$ cat src/dpll_switch_consts.svh
`ifndef DPLL_SWITCH_CONSTS_SVH
`define DPLL_SWITCH_CONSTS_SVH

// Register offsets, one per channel
`define EVT_CLR0_OFS 16'h200C
`define EVT_CLR1_OFS 16'h2011
`define MODE_CTL0_OFS 16'h2105
`define MODE_CTL1_OFS 16'h2205
`define FREE_TW0_OFS 16'h2108
`define FREE_TW1_OFS 16'h2208
`define EVT_STAT0_OFS 16'h3011
`define EVT_STAT1_OFS 16'h3016
`define PRIO0_BASE_OFS 16'h1200
`define PRIO1_BASE_OFS 16'h1600
`define PRIO_STRIDE 16'h0020

// Mode control fields
`define MODE_FREE_BIT 0
`define MODE_HOLD_BIT 1
`define MODE_SEL_LSB 2
`define MODE_SEL_MSB 3
`define MODE_MAN_LSB 4
`define MODE_MAN_MSB 6
`define MODE_RST 7'h00

// Priority field
`define PRIO_LSB 1
`define PRIO_MSB 5
`define PRIO_RST 5'h00
`define REVERT_GAP 6'h08

// Event bits in status and clear registers
`define EVT_SWITCH_BIT 7
`define EVT_FREE_BIT 6
`define EVT_HOLD_BIT 5

// Other reset values
`define FREE_TW_RST 8'h00

// Timing
`define CLK_PERIOD_NS 8
`define SWITCH_TIME_NS 64
`define SWITCH_CYCLES ((`SWITCH_TIME_NS + `CLK_PERIOD_NS - 1) / `CLK_PERIOD_NS)

`endif

$ cat src/dpll_switch_pkg.sv
package dpll_switch_pkg;

  typedef enum logic [1:0] {
    LOOP_LOCKED,
    LOOP_SWITCH,
    LOOP_HOLD,
    LOOP_FREE
  } loop_state_e;

  typedef enum logic [1:0] {
    SEL_AUTO,
    SEL_MAN_PRIO,
    SEL_MAN_HOLD,
    SEL_MAN_ONLY
  } sel_mode_e;

endpackage : dpll_switch_pkg

$ cat src/dpll_reference_switch_control.sv
// Design decision made here: the address-and-strobe port.
`timescale 1ns/100ps
`include "dpll_switch_consts.svh"
//
// Overview of operation
// Reference-switch event flag sets while moving to a newly active profile.
// Freerun-entered event flag sets when the loop enters freerun.
// Holdover-entered event flag sets when the loop enters holdover.
// Flags stay set until software writes one to the matching clear bit.
// Force-holdover bit puts the channel in holdover regardless of references.
// Force-freerun bit puts the channel in freerun with fixed frequency.
// Freerun output uses only the programmed freerun tuning word.
// Holdover runs open loop on the word from the history processor.
// Freerun takes precedence over holdover.
// Both forced modes override profile selection; mode used only when clear.
// Two-bit selection mode field sits at D3:D2 of the mode register.
// Mode 0 auto, 1 manual/priority, 2 manual/holdover, 3 manual only.
// Normally the loop runs closed on the selected reference.
// An invalid active reference triggers an automatic switch to another.
// With no valid reference the channel goes to holdover or freerun.
// Software should avoid the manual-only selection mode.
// Manual/holdover mode: invalid choice goes to holdover, or freerun.
// Manual/priority mode: invalid choice triggers priority search first.
// Search picks the valid profile with the smallest 5-bit priority.
// Revert to the old profile only if current priority is 8 or more worse.
// Each flag sets on the rising edge of its condition and holds.
//
module dpll_reference_switch_control
  import dpll_switch_pkg::*;
#(
  parameter int NCH = 2,
  parameter int NPROF = 6,
  parameter int TW = 8
) (
  input wire logic clk_i,
  input wire logic resetn_i,
  input wire logic [15:0] addr_i,
  input wire logic [7:0] wdata_i,
  input wire logic wr_i,
  input wire logic rd_i,
  output logic [7:0] rdata_o,
  input wire logic [NCH*NPROF-1:0] prof_valid_i,
  input wire logic [NCH-1:0] hist_ok_i,
  input wire logic [NCH*TW-1:0] hold_tw_i,
  output logic [NCH*2-1:0] loop_state_o,
  output logic [NCH*3-1:0] active_prof_o,
  output logic [NCH-1:0] closed_loop_o,
  output logic [NCH*TW-1:0] tune_word_o
);

  ////////////////////////////////////////////////////////////////////
  // Address map per channel

  localparam logic [15:0] CLR_OFS [2] = '{`EVT_CLR0_OFS, `EVT_CLR1_OFS};
  localparam logic [15:0] MODE_OFS [2] = '{`MODE_CTL0_OFS, `MODE_CTL1_OFS};
  localparam logic [15:0] FTW_OFS [2] = '{`FREE_TW0_OFS, `FREE_TW1_OFS};
  localparam logic [15:0] STAT_OFS [2] = '{`EVT_STAT0_OFS, `EVT_STAT1_OFS};
  localparam logic [15:0] PRIO_BASE [2] = '{`PRIO0_BASE_OFS, `PRIO1_BASE_OFS};
  localparam logic [3:0] SW_CYC = 4'(`SWITCH_CYCLES);
  localparam int PW = `PRIO_MSB - `PRIO_LSB + 1;

  function automatic logic prio_at(
    input logic [15:0] addr,
    input logic [15:0] base,
    input int prof
  );
    logic [15:0] ofs;
    ofs = base + 16'(prof * `PRIO_STRIDE);
    return addr == ofs;
  endfunction : prio_at

  function automatic logic prof_ok(
    input logic [NPROF-1:0] valid,
    input logic [2:0] idx
  );
    logic ok;
    ok = 1'b0;
    for (int p = 0; p < NPROF; p++) begin
      if (idx == 3'(p)) begin
        ok = valid[p];
      end
    end
    return ok;
  endfunction : prof_ok

  ////////////////////////////////////////////////////////////////////
  // Read-back collection

  logic [7:0] ch_rd [NCH];
  logic [7:0] rdata_nxt;
  logic [7:0] rdata_r;

  always_comb begin
    rdata_nxt = 8'h00;
    for (int c = 0; c < NCH; c++) begin
      rdata_nxt = rdata_nxt | ch_rd[c];
    end
  end

  // Read data stand for one cycle only; unmapped reads give zero
  always_ff @(posedge clk_i or negedge resetn_i) begin
    if (!resetn_i) begin
      rdata_r <= 8'h00;
    end else begin
      rdata_r <= rd_i ? rdata_nxt : 8'h00;
    end
  end

  assign rdata_o = rdata_r;

  ////////////////////////////////////////////////////////////////////
  // Channels

  for (genvar c = 0; c < NCH; c++) begin : g_ch

    logic [6:0] mode_r;
    logic [TW-1:0] ftw_r;
    logic [PW-1:0] prio_r [NPROF];
    logic [NPROF*PW-1:0] prio_flat;
    loop_state_e st_r;
    loop_state_e st_nxt;
    logic [2:0] cur_r;
    logic [2:0] prev_r;
    logic prev_ok_r;
    logic [3:0] sw_cnt_r;
    logic [2:0] evt_r;
    logic [2:0] evt_set;
    logic [TW-1:0] tw_r;
    logic [2:0] tgt;
    logic tgt_ok;
    logic srch_found;
    logic [2:0] srch_idx;
    logic [PW:0] prio_cur;
    logic [PW:0] prio_prev;

    wire [NPROF-1:0] pv = prof_valid_i[c*NPROF +: NPROF];
    wire frc_free = mode_r[`MODE_FREE_BIT];
    wire frc_hold = mode_r[`MODE_HOLD_BIT];
    wire sel_mode_e sel = sel_mode_e'(mode_r[`MODE_SEL_MSB:`MODE_SEL_LSB]);
    wire [2:0] man_idx = mode_r[`MODE_MAN_MSB:`MODE_MAN_LSB];
    wire man_ok = prof_ok(pv, man_idx);
    wire in_loop = (st_r == LOOP_LOCKED) || (st_r == LOOP_SWITCH);
    wire cur_ok = in_loop && prof_ok(pv, cur_r);
    wire loop_state_e open_st = hist_ok_i[c] ? LOOP_HOLD : LOOP_FREE;

    wire wr_mode = wr_i && (addr_i == MODE_OFS[c]);
    wire wr_ftw = wr_i && (addr_i == FTW_OFS[c]);
    wire wr_clr = wr_i && (addr_i == CLR_OFS[c]);
    wire rd_mode = addr_i == MODE_OFS[c];
    wire rd_ftw = addr_i == FTW_OFS[c];
    wire rd_stat = addr_i == STAT_OFS[c];

    wire [2:0] evt_clr = wr_clr ?
      {wdata_i[`EVT_SWITCH_BIT], wdata_i[`EVT_FREE_BIT], wdata_i[`EVT_HOLD_BIT]} : 3'h0;

    //////////////////////////////////////////////////////////////////
    // Priority registers

    for (genvar p = 0; p < NPROF; p++) begin : g_prio
      wire hit = prio_at(addr_i, PRIO_BASE[c], p);

      always_ff @(posedge clk_i or negedge resetn_i) begin
        if (!resetn_i) begin
          prio_r[p] <= `PRIO_RST;
        end else if (wr_i && hit) begin
          prio_r[p] <= wdata_i[`PRIO_MSB:`PRIO_LSB];
        end
      end

      assign prio_flat[p*PW +: PW] = prio_r[p];
    end

    logic [7:0] prio_rd;

    always_comb begin
      prio_rd = 8'h00;
      for (int p = 0; p < NPROF; p++) begin
        if (prio_at(addr_i, PRIO_BASE[c], p)) begin
          prio_rd = 8'({prio_r[p], 1'b0});
        end
      end
    end

    assign ch_rd[c] =
      rd_mode ? {1'b0, mode_r} :
      rd_ftw ? 8'(ftw_r) :
      rd_stat ? {evt_r, 5'h00} :
      prio_rd;

    //////////////////////////////////////////////////////////////////
    // Control registers

    always_ff @(posedge clk_i or negedge resetn_i) begin
      if (!resetn_i) begin
        mode_r <= `MODE_RST;
      end else if (wr_mode) begin
        mode_r <= wdata_i[6:0];
      end
    end

    always_ff @(posedge clk_i or negedge resetn_i) begin
      if (!resetn_i) begin
        ftw_r <= TW'(`FREE_TW_RST);
      end else if (wr_ftw) begin
        ftw_r <= TW'(wdata_i);
      end
    end

    //////////////////////////////////////////////////////////////////
    // Profile selection

    profile_priority_search #(
      .NPROF(NPROF),
      .PW(PW)
    ) u_search (
      .valid_i(pv),
      .prio_i(prio_flat),
      .found_o(srch_found),
      .idx_o(srch_idx)
    );

    always_comb begin
      prio_cur = '0;
      prio_prev = '0;
      for (int p = 0; p < NPROF; p++) begin
        if (cur_r == 3'(p)) begin
          prio_cur = {1'b0, prio_r[p]};
        end
        if (prev_r == 3'(p)) begin
          prio_prev = {1'b0, prio_r[p]};
        end
      end
    end

    wire revert = prev_ok_r && prof_ok(pv, prev_r) && (prev_r != cur_r) &&
      (prio_cur >= prio_prev + `REVERT_GAP);

    always_comb begin
      tgt = cur_r;
      tgt_ok = 1'b0;
      unique case (sel)
        SEL_AUTO: begin
          if (cur_ok) begin
            tgt_ok = 1'b1;
            tgt = revert ? prev_r : cur_r;
          end else if (srch_found) begin
            tgt_ok = 1'b1;
            tgt = srch_idx;
          end
        end
        SEL_MAN_PRIO: begin
          if (man_ok) begin
            tgt_ok = 1'b1;
            tgt = man_idx;
          end else if (srch_found) begin
            tgt_ok = 1'b1;
            tgt = srch_idx;
          end
        end
        SEL_MAN_HOLD, SEL_MAN_ONLY: begin
          if (man_ok) begin
            tgt_ok = 1'b1;
            tgt = man_idx;
          end
        end
      endcase
    end

    //////////////////////////////////////////////////////////////////
    // Loop state

    wire sw_done = sw_cnt_r == 4'h0;

    always_comb begin
      if (frc_free) begin
        st_nxt = LOOP_FREE;
      end else if (frc_hold) begin
        st_nxt = LOOP_HOLD;
      end else if (!tgt_ok) begin
        st_nxt = open_st;
      end else if (in_loop && tgt == cur_r) begin
        st_nxt = (st_r == LOOP_SWITCH && !sw_done) ? LOOP_SWITCH : LOOP_LOCKED;
      end else begin
        st_nxt = LOOP_SWITCH;
      end
    end

    wire new_prof = (st_nxt == LOOP_SWITCH) && !(in_loop && tgt == cur_r);

    always_ff @(posedge clk_i or negedge resetn_i) begin
      if (!resetn_i) begin
        st_r <= LOOP_HOLD;
      end else begin
        st_r <= st_nxt;
      end
    end

    always_ff @(posedge clk_i or negedge resetn_i) begin
      if (!resetn_i) begin
        cur_r <= 3'h0;
        prev_r <= 3'h0;
        prev_ok_r <= 1'b0;
      end else if (new_prof) begin
        cur_r <= tgt;
        prev_r <= cur_r;
        prev_ok_r <= in_loop;
      end
    end

    always_ff @(posedge clk_i or negedge resetn_i) begin
      if (!resetn_i) begin
        sw_cnt_r <= 4'h0;
      end else if (new_prof) begin
        sw_cnt_r <= SW_CYC - 4'h1;
      end else if (!sw_done) begin
        sw_cnt_r <= sw_cnt_r - 4'h1;
      end
    end

    //////////////////////////////////////////////////////////////////
    // Tuning word

    always_ff @(posedge clk_i or negedge resetn_i) begin
      if (!resetn_i) begin
        tw_r <= '0;
      end else if (st_nxt == LOOP_FREE) begin
        tw_r <= ftw_r;
      end else if (st_nxt == LOOP_HOLD) begin
        tw_r <= hold_tw_i[c*TW +: TW];
      end else begin
        tw_r <= '0;
      end
    end

    //////////////////////////////////////////////////////////////////
    // Event flags

    assign evt_set[2] = (st_nxt == LOOP_SWITCH) && new_prof;
    assign evt_set[1] = (st_nxt == LOOP_FREE) && (st_r != LOOP_FREE);
    assign evt_set[0] = (st_nxt == LOOP_HOLD) && (st_r != LOOP_HOLD);

    // Set beats a clear in the same cycle
    always_ff @(posedge clk_i or negedge resetn_i) begin
      if (!resetn_i) begin
        evt_r <= 3'h0;
      end else begin
        evt_r <= (evt_r & ~evt_clr) | evt_set;
      end
    end

    //////////////////////////////////////////////////////////////////
    // Outputs

    logic closed_r;
    logic [2:0] act_r;

    always_ff @(posedge clk_i or negedge resetn_i) begin
      if (!resetn_i) begin
        closed_r <= 1'b0;
        act_r <= 3'h0;
      end else begin
        closed_r <= (st_nxt == LOOP_LOCKED) || (st_nxt == LOOP_SWITCH);
        act_r <= new_prof ? tgt : cur_r;
      end
    end

    assign loop_state_o[c*2 +: 2] = st_r;
    assign active_prof_o[c*3 +: 3] = act_r;
    assign closed_loop_o[c] = closed_r;
    assign tune_word_o[c*TW +: TW] = tw_r;

  end

endmodule : dpll_reference_switch_control

$ cat src/profile_priority_search.sv
`timescale 1ns/100ps
// Finds the valid profile with the smallest priority value
module profile_priority_search #(
  parameter int NPROF = 6,
  parameter int PW = 5
) (
  input wire logic [NPROF-1:0] valid_i,
  input wire logic [NPROF*PW-1:0] prio_i,
  output logic found_o,
  output logic [2:0] idx_o
);

  logic [PW-1:0] best;

  always_comb begin
    found_o = 1'b0;
    idx_o = 3'h0;
    best = '1;
    for (int p = 0; p < NPROF; p++) begin
      // Strictly lower wins, so ties go to the lower profile index
      if (valid_i[p] && (!found_o || prio_i[p*PW +: PW] < best)) begin
        found_o = 1'b1;
        idx_o = 3'(p);
        best = prio_i[p*PW +: PW];
      end
    end
  end

endmodule : profile_priority_search
$ cat config.mk
export PLATFORM = sky130hd
export DESIGN_NAME = dpll_reference_switch_control
export DESIGN_NICKNAME = d
export VERILOG_FILES = /design/src/dpll_switch_pkg.sv /design/src/dpll_reference_switch_control.sv /design/src/profile_priority_search.sv
export VERILOG_INCLUDE_DIRS = /design/src /design/src/src
export SDC_FILE = /design/constraint.sdc
export NUM_CORES = 1
export LEC_CHECK = 0
export BUFFER_PORTS_ARGS = -buffer_cell sky130_fd_sc_hd__buf_2
export CORE_MARGIN = 2
export CORE_UTILIZATION = 65
export CTS_CLUSTER_DIAMETER = 30
export DETAILED_ROUTE_END_ITERATION = 10
export PLACE_DENSITY = 0.9
export SETUP_SLACK_MARGIN = 0.02
export SLEW_MARGIN = 20
export SYNTH_ARGS = -nofsm -noshare
export SYNTH_HDL_FRONTEND = slang
export SYNTH_SLANG_ARGS = --single-unit
$ cat constraint.sdc
create_clock -name clk_i -period 26 [get_ports clk_i]
set_input_delay 2.6 -clock clk_i [delete_from_list [all_inputs] [get_ports clk_i]]
set_output_delay 2.6 -clock clk_i [all_outputs]
set_load 0.02 [all_outputs]
==> metrics.md <==
| Metric | Value |
|---|---|
| Inst Count DP | `1446` |
| Worst Path Max Fanout | `15` |
| Total Routing Usage GR | `35.8%` |
| Hold Violations, Final | `0` |
| Mux cell area share after synthesis | `about a fifth` |
| Fillers | `1186` |
| Setup crit end kind | `flop` |
| Die H | `134 µm` |
| Syn avg cell area | `9.31 µm²` |
| CTS sink cnt | `~150` |
| Skew final | `around 0.016 ns` |
| Buffer and inverter count on the worst path | `3` |
| Vias in the first global route | `~9800` |
| GRT met2 Usage | `54.3%` |
| Pin count of the biggest net entering global routing | `slightly above 90` |
| Core area | `about 17000 µm²` |
| Slew @ Worst Pin | `about 0.95 ns` |
| Row count | `47` |
| Leakage | `roughly 5.5 nW` |
| Setup CP Type | `in2reg` |
| Post-CTS Hold Buffers | `0` |
| PD cells | `approximately 65 nW/µm²` |
| Via/cell ratio | `between 6 and 7` |
| Compound-Gate Fraction of Synth Area | `21.1%` |
| Yosys warning count | `0` |
| Clk buf depth | `2` |
| Most common cell after layout, fill and taps aside | `dfrtp_1` |
| Syn Nets | `1287` |
| Starting Density | `66.7%` |
| Remaining DRCs | `0` |
| Worst path top cell family by delay | `compound AO/OA/AOI/OAI gates` |
| First-pass iteration count of the detailed router | `9` |
| Period utilization | `between 40 and 50%` |
| Layout cells sized above 1 | `a little over a fifth` |
| Worst EP arrival | `around 13 ns` |
| Simple-Gate Fraction of Synth Area | `17.4%` |
| Post-CTS Setup Repair Bufs | `0` |
| Number of gates resized after cts | `0` |
| Synth Instances | `1187` |
| Grt ovf | `0` |
| Fin nets | `between 1000 and 1500` |
| Dominant synthesized flop cell | `dfrtp_1` |
| Drt initial violations | `1393` |
| GR peak layer | `met2` |
| TNS Setup | `0 ns` |
| Post-DP HPWL | `roughly 23000 µm` |
| Number of max-cap violations | `0` |
| Die area | `around 18000 µm²` |
| Post-synth EDFFs | `0` |
| Final setup violation count | `0` |
| Clock root buffer | `clkbuf_16` |
| Sequential element share of the synthesized area | `33.5%` |
| Crit-path most repeated cell | `ha_1` |
| RD Place Congestion | `roughly 1.0` |
| Post-layout instance count excluding filler cells | `~1500` |
| Critical Path Source Type | `primary input` |
| Synth Area in Adders | `under 10%` |
| Antenna viol nets, final | `0` |
| Avg WL per Cell | `approximately 22 µm` |
| RSZ-0062 raised after global routing | `no` |
| Die width | `approximately 130 µm` |
| Max_slew headroom | `~37%` |
| Multi-input gate area | `6900 µm²` |
| Post-synth design cell area | `11100 µm²` |
| Synth unique cells | `96` |
| Clock-pin slew on the worst setup and hold paths | `about 0.07 ns` |
| XOR/XNOR Fraction of Synth Area | `0.238%` |
| HP Class | `reg2reg` |
| M1 GR Usage | `50.4%` |
| Fmax | `roughly 81 MHz` |
| CTS buffer count | `17` |
| CTS tree | `built` |
| Largest stage delay, worst path | `0.57 ns` |
| Worst Path Required | `26.31 ns` |
| Met3 global-route usage | `about 7%` |
| Number of I/O pins | `between 90 and 100` |
| Vias post-DR | `approximately 10000` |
| Area Overhead vs Synth | `10.1%` |
| Worst-Skew Late Latency | `0.44 ns` |
| Final min period | `12.37 ns` |
| Yosys reg bits | `about 150` |
| VDD IR-drop max | `~53 µV` |
| Routed wire length | `31900 µm` |
| Final Max Slew Viols | `0` |
| Commonest non-fill, non-tap cells in the layout | `dfrtp_1 (146), mux2_2 (104), nand2_1 (103)` |
| First-pass GRT wire length | `between 50000 and 60000 µm` |
| Post-synth ARST share | `100%` |
| FF+latch area | `~3700 µm²` |
| Initial antenna violation count | `1` |
| Main combinational cell family by area after synthesis | `compound AO/OA/AOI/OAI gates` |
| Crit-path slowest cell | `o31ai_4` |
| Outcome | `completed` |
| Htree depth | `4` |
| Port bufs | `93` |
## cell usage after synthesis, drive strengths merged, types with 11 or more instances
| library cell | n | area share, % |
|---|---|---|
| a22o | 21 | 1.7 |
| dfrtp | 146 | 33 |
| mux4 | 12 | 2.4 |
| inv | 55 | 1.9 |
| a211oi | 11 | 0.75 |
| nand3 | 23 | 1.0 |
| a21o | 16 | 1.1 |
| nand2 | 103 | 3.5 |
| clkbuf | 42 | 1.4 |
| a21oi | 59 | 2.7 |
| a221oi | 11 | 0.87 |
| buf | 14 | 0.70 |
| ha | 42 | 4.8 |
| nor3 | 26 | 1.3 |
| a31oi | 21 | 1.2 |
| mux2 | 108 | 11 |
| o221ai | 11 | 0.93 |
| mux2i | 57 | 5.4 |
| a22oi | 16 | 1.1 |
| a222oi | 12 | 1.1 |
| nand2b | 33 | 1.9 |
| nor2 | 100 | 3.4 |
| nor2b | 29 | 1.6 |
| o21ai | 59 | 2.7 |
## final cells by class
cell class                      instances  area share, %
Inverter                               56           1.73
Tap cell                              220           2.26
Clock buffer                           18           3.61
Timing Repair Buffer                   95           4.03
Clock inverter                         14           1.19
Antenna cell                            1         0.0206
Multi-Input combinational cell        927           56.7
Sequential cell                       148           30.5
## flip-flops by register name (all words and copies together), names as in the netlist
name,flops
g_ch.tw_r,16
g_ch.prev_r,6
g_ch.evt_r,6
g_ch.mode_r,14
g_ch.closed_r,2
g_ch.ftw_r,16
g_ch.prio_flat,60
g_ch.sw_cnt_r,8
g_ch.act_r,6
g_ch.prev_ok_r,2
g_ch.st_r,4
rdata_o,8
## through the flow
stage	area, µm²	setup slack, ns	total power, mW	hold slack (ns)	util (%)
3_5_place_dp	11600	13.37	0.545	0.489	69.8
6_report	12200	13.63	0.794	0.508	73.4
3_3_place_gp	11600	13.61	0.537	0.470	69.8
4_1_cts	12200	13.75	0.787	0.504	73.4
2_1_floorplan	11100	14.43	0.486	0.444	-
5_1_grt	12200	12.69	0.831	0.537	73.4
## final timing paths
kind | slack, ns | startpoint | to | cells past startpoint
max | 13.63 | prof_valid_i[0] | g_ch[0].prev_r[0]$_DFFE_PN0P_ | 44
max reg2reg | 15.58 | g_ch[0].prio_flat[4]$_DFFE_PN0P_ | g_ch[0].prev_r[0]$_DFFE_PN0P_ | 43
min | 0.51 | g_ch[1].evt_r[2]$_DFF_PN0_ | g_ch[1].evt_r[2]$_DFF_PN0_ | 1
min in group asynchronous | 2.14 | resetn_i | g_ch[0].prio_flat[4]$_DFFE_PN0P_ | 1
min reg2reg | 0.51 | g_ch[1].evt_r[2]$_DFF_PN0_ | g_ch[1].evt_r[2]$_DFF_PN0_ | 1
max in group asynchronous | 22.70 | resetn_i | g_ch[0].mode_r[1]$_DFFE_PN0P_ | 2
## metal layers
metal,vias up,part of all wire (%)
li1,4573,-
met5,-,0.022
met4,2,3.6
met3,114,11
met2,663,44
met1,4964,41
## power by group
| part | total, mW | internal, mW | switching, mW |
|---|---|---|---|
| logic | 0.258 | 0.117 | 0.141 |
| registers | 0.292 | 0.242 | 0.0495 |
| clock network | 0.245 | 0.137 | 0.107 |
| total | 0.794 | 0.496 | 0.298 |
## cells by family after synthesis
family / count (synthesis)
buffers and inverters: 112
muxes: 177
adders and majority gates: 43
xor gates and xnor gates: 3
AOI/OAI and AO/OA: 322
DFF: 148
and+or+nand+nor: 382
No activity file was read; power rests on OpenSTA's default activity.
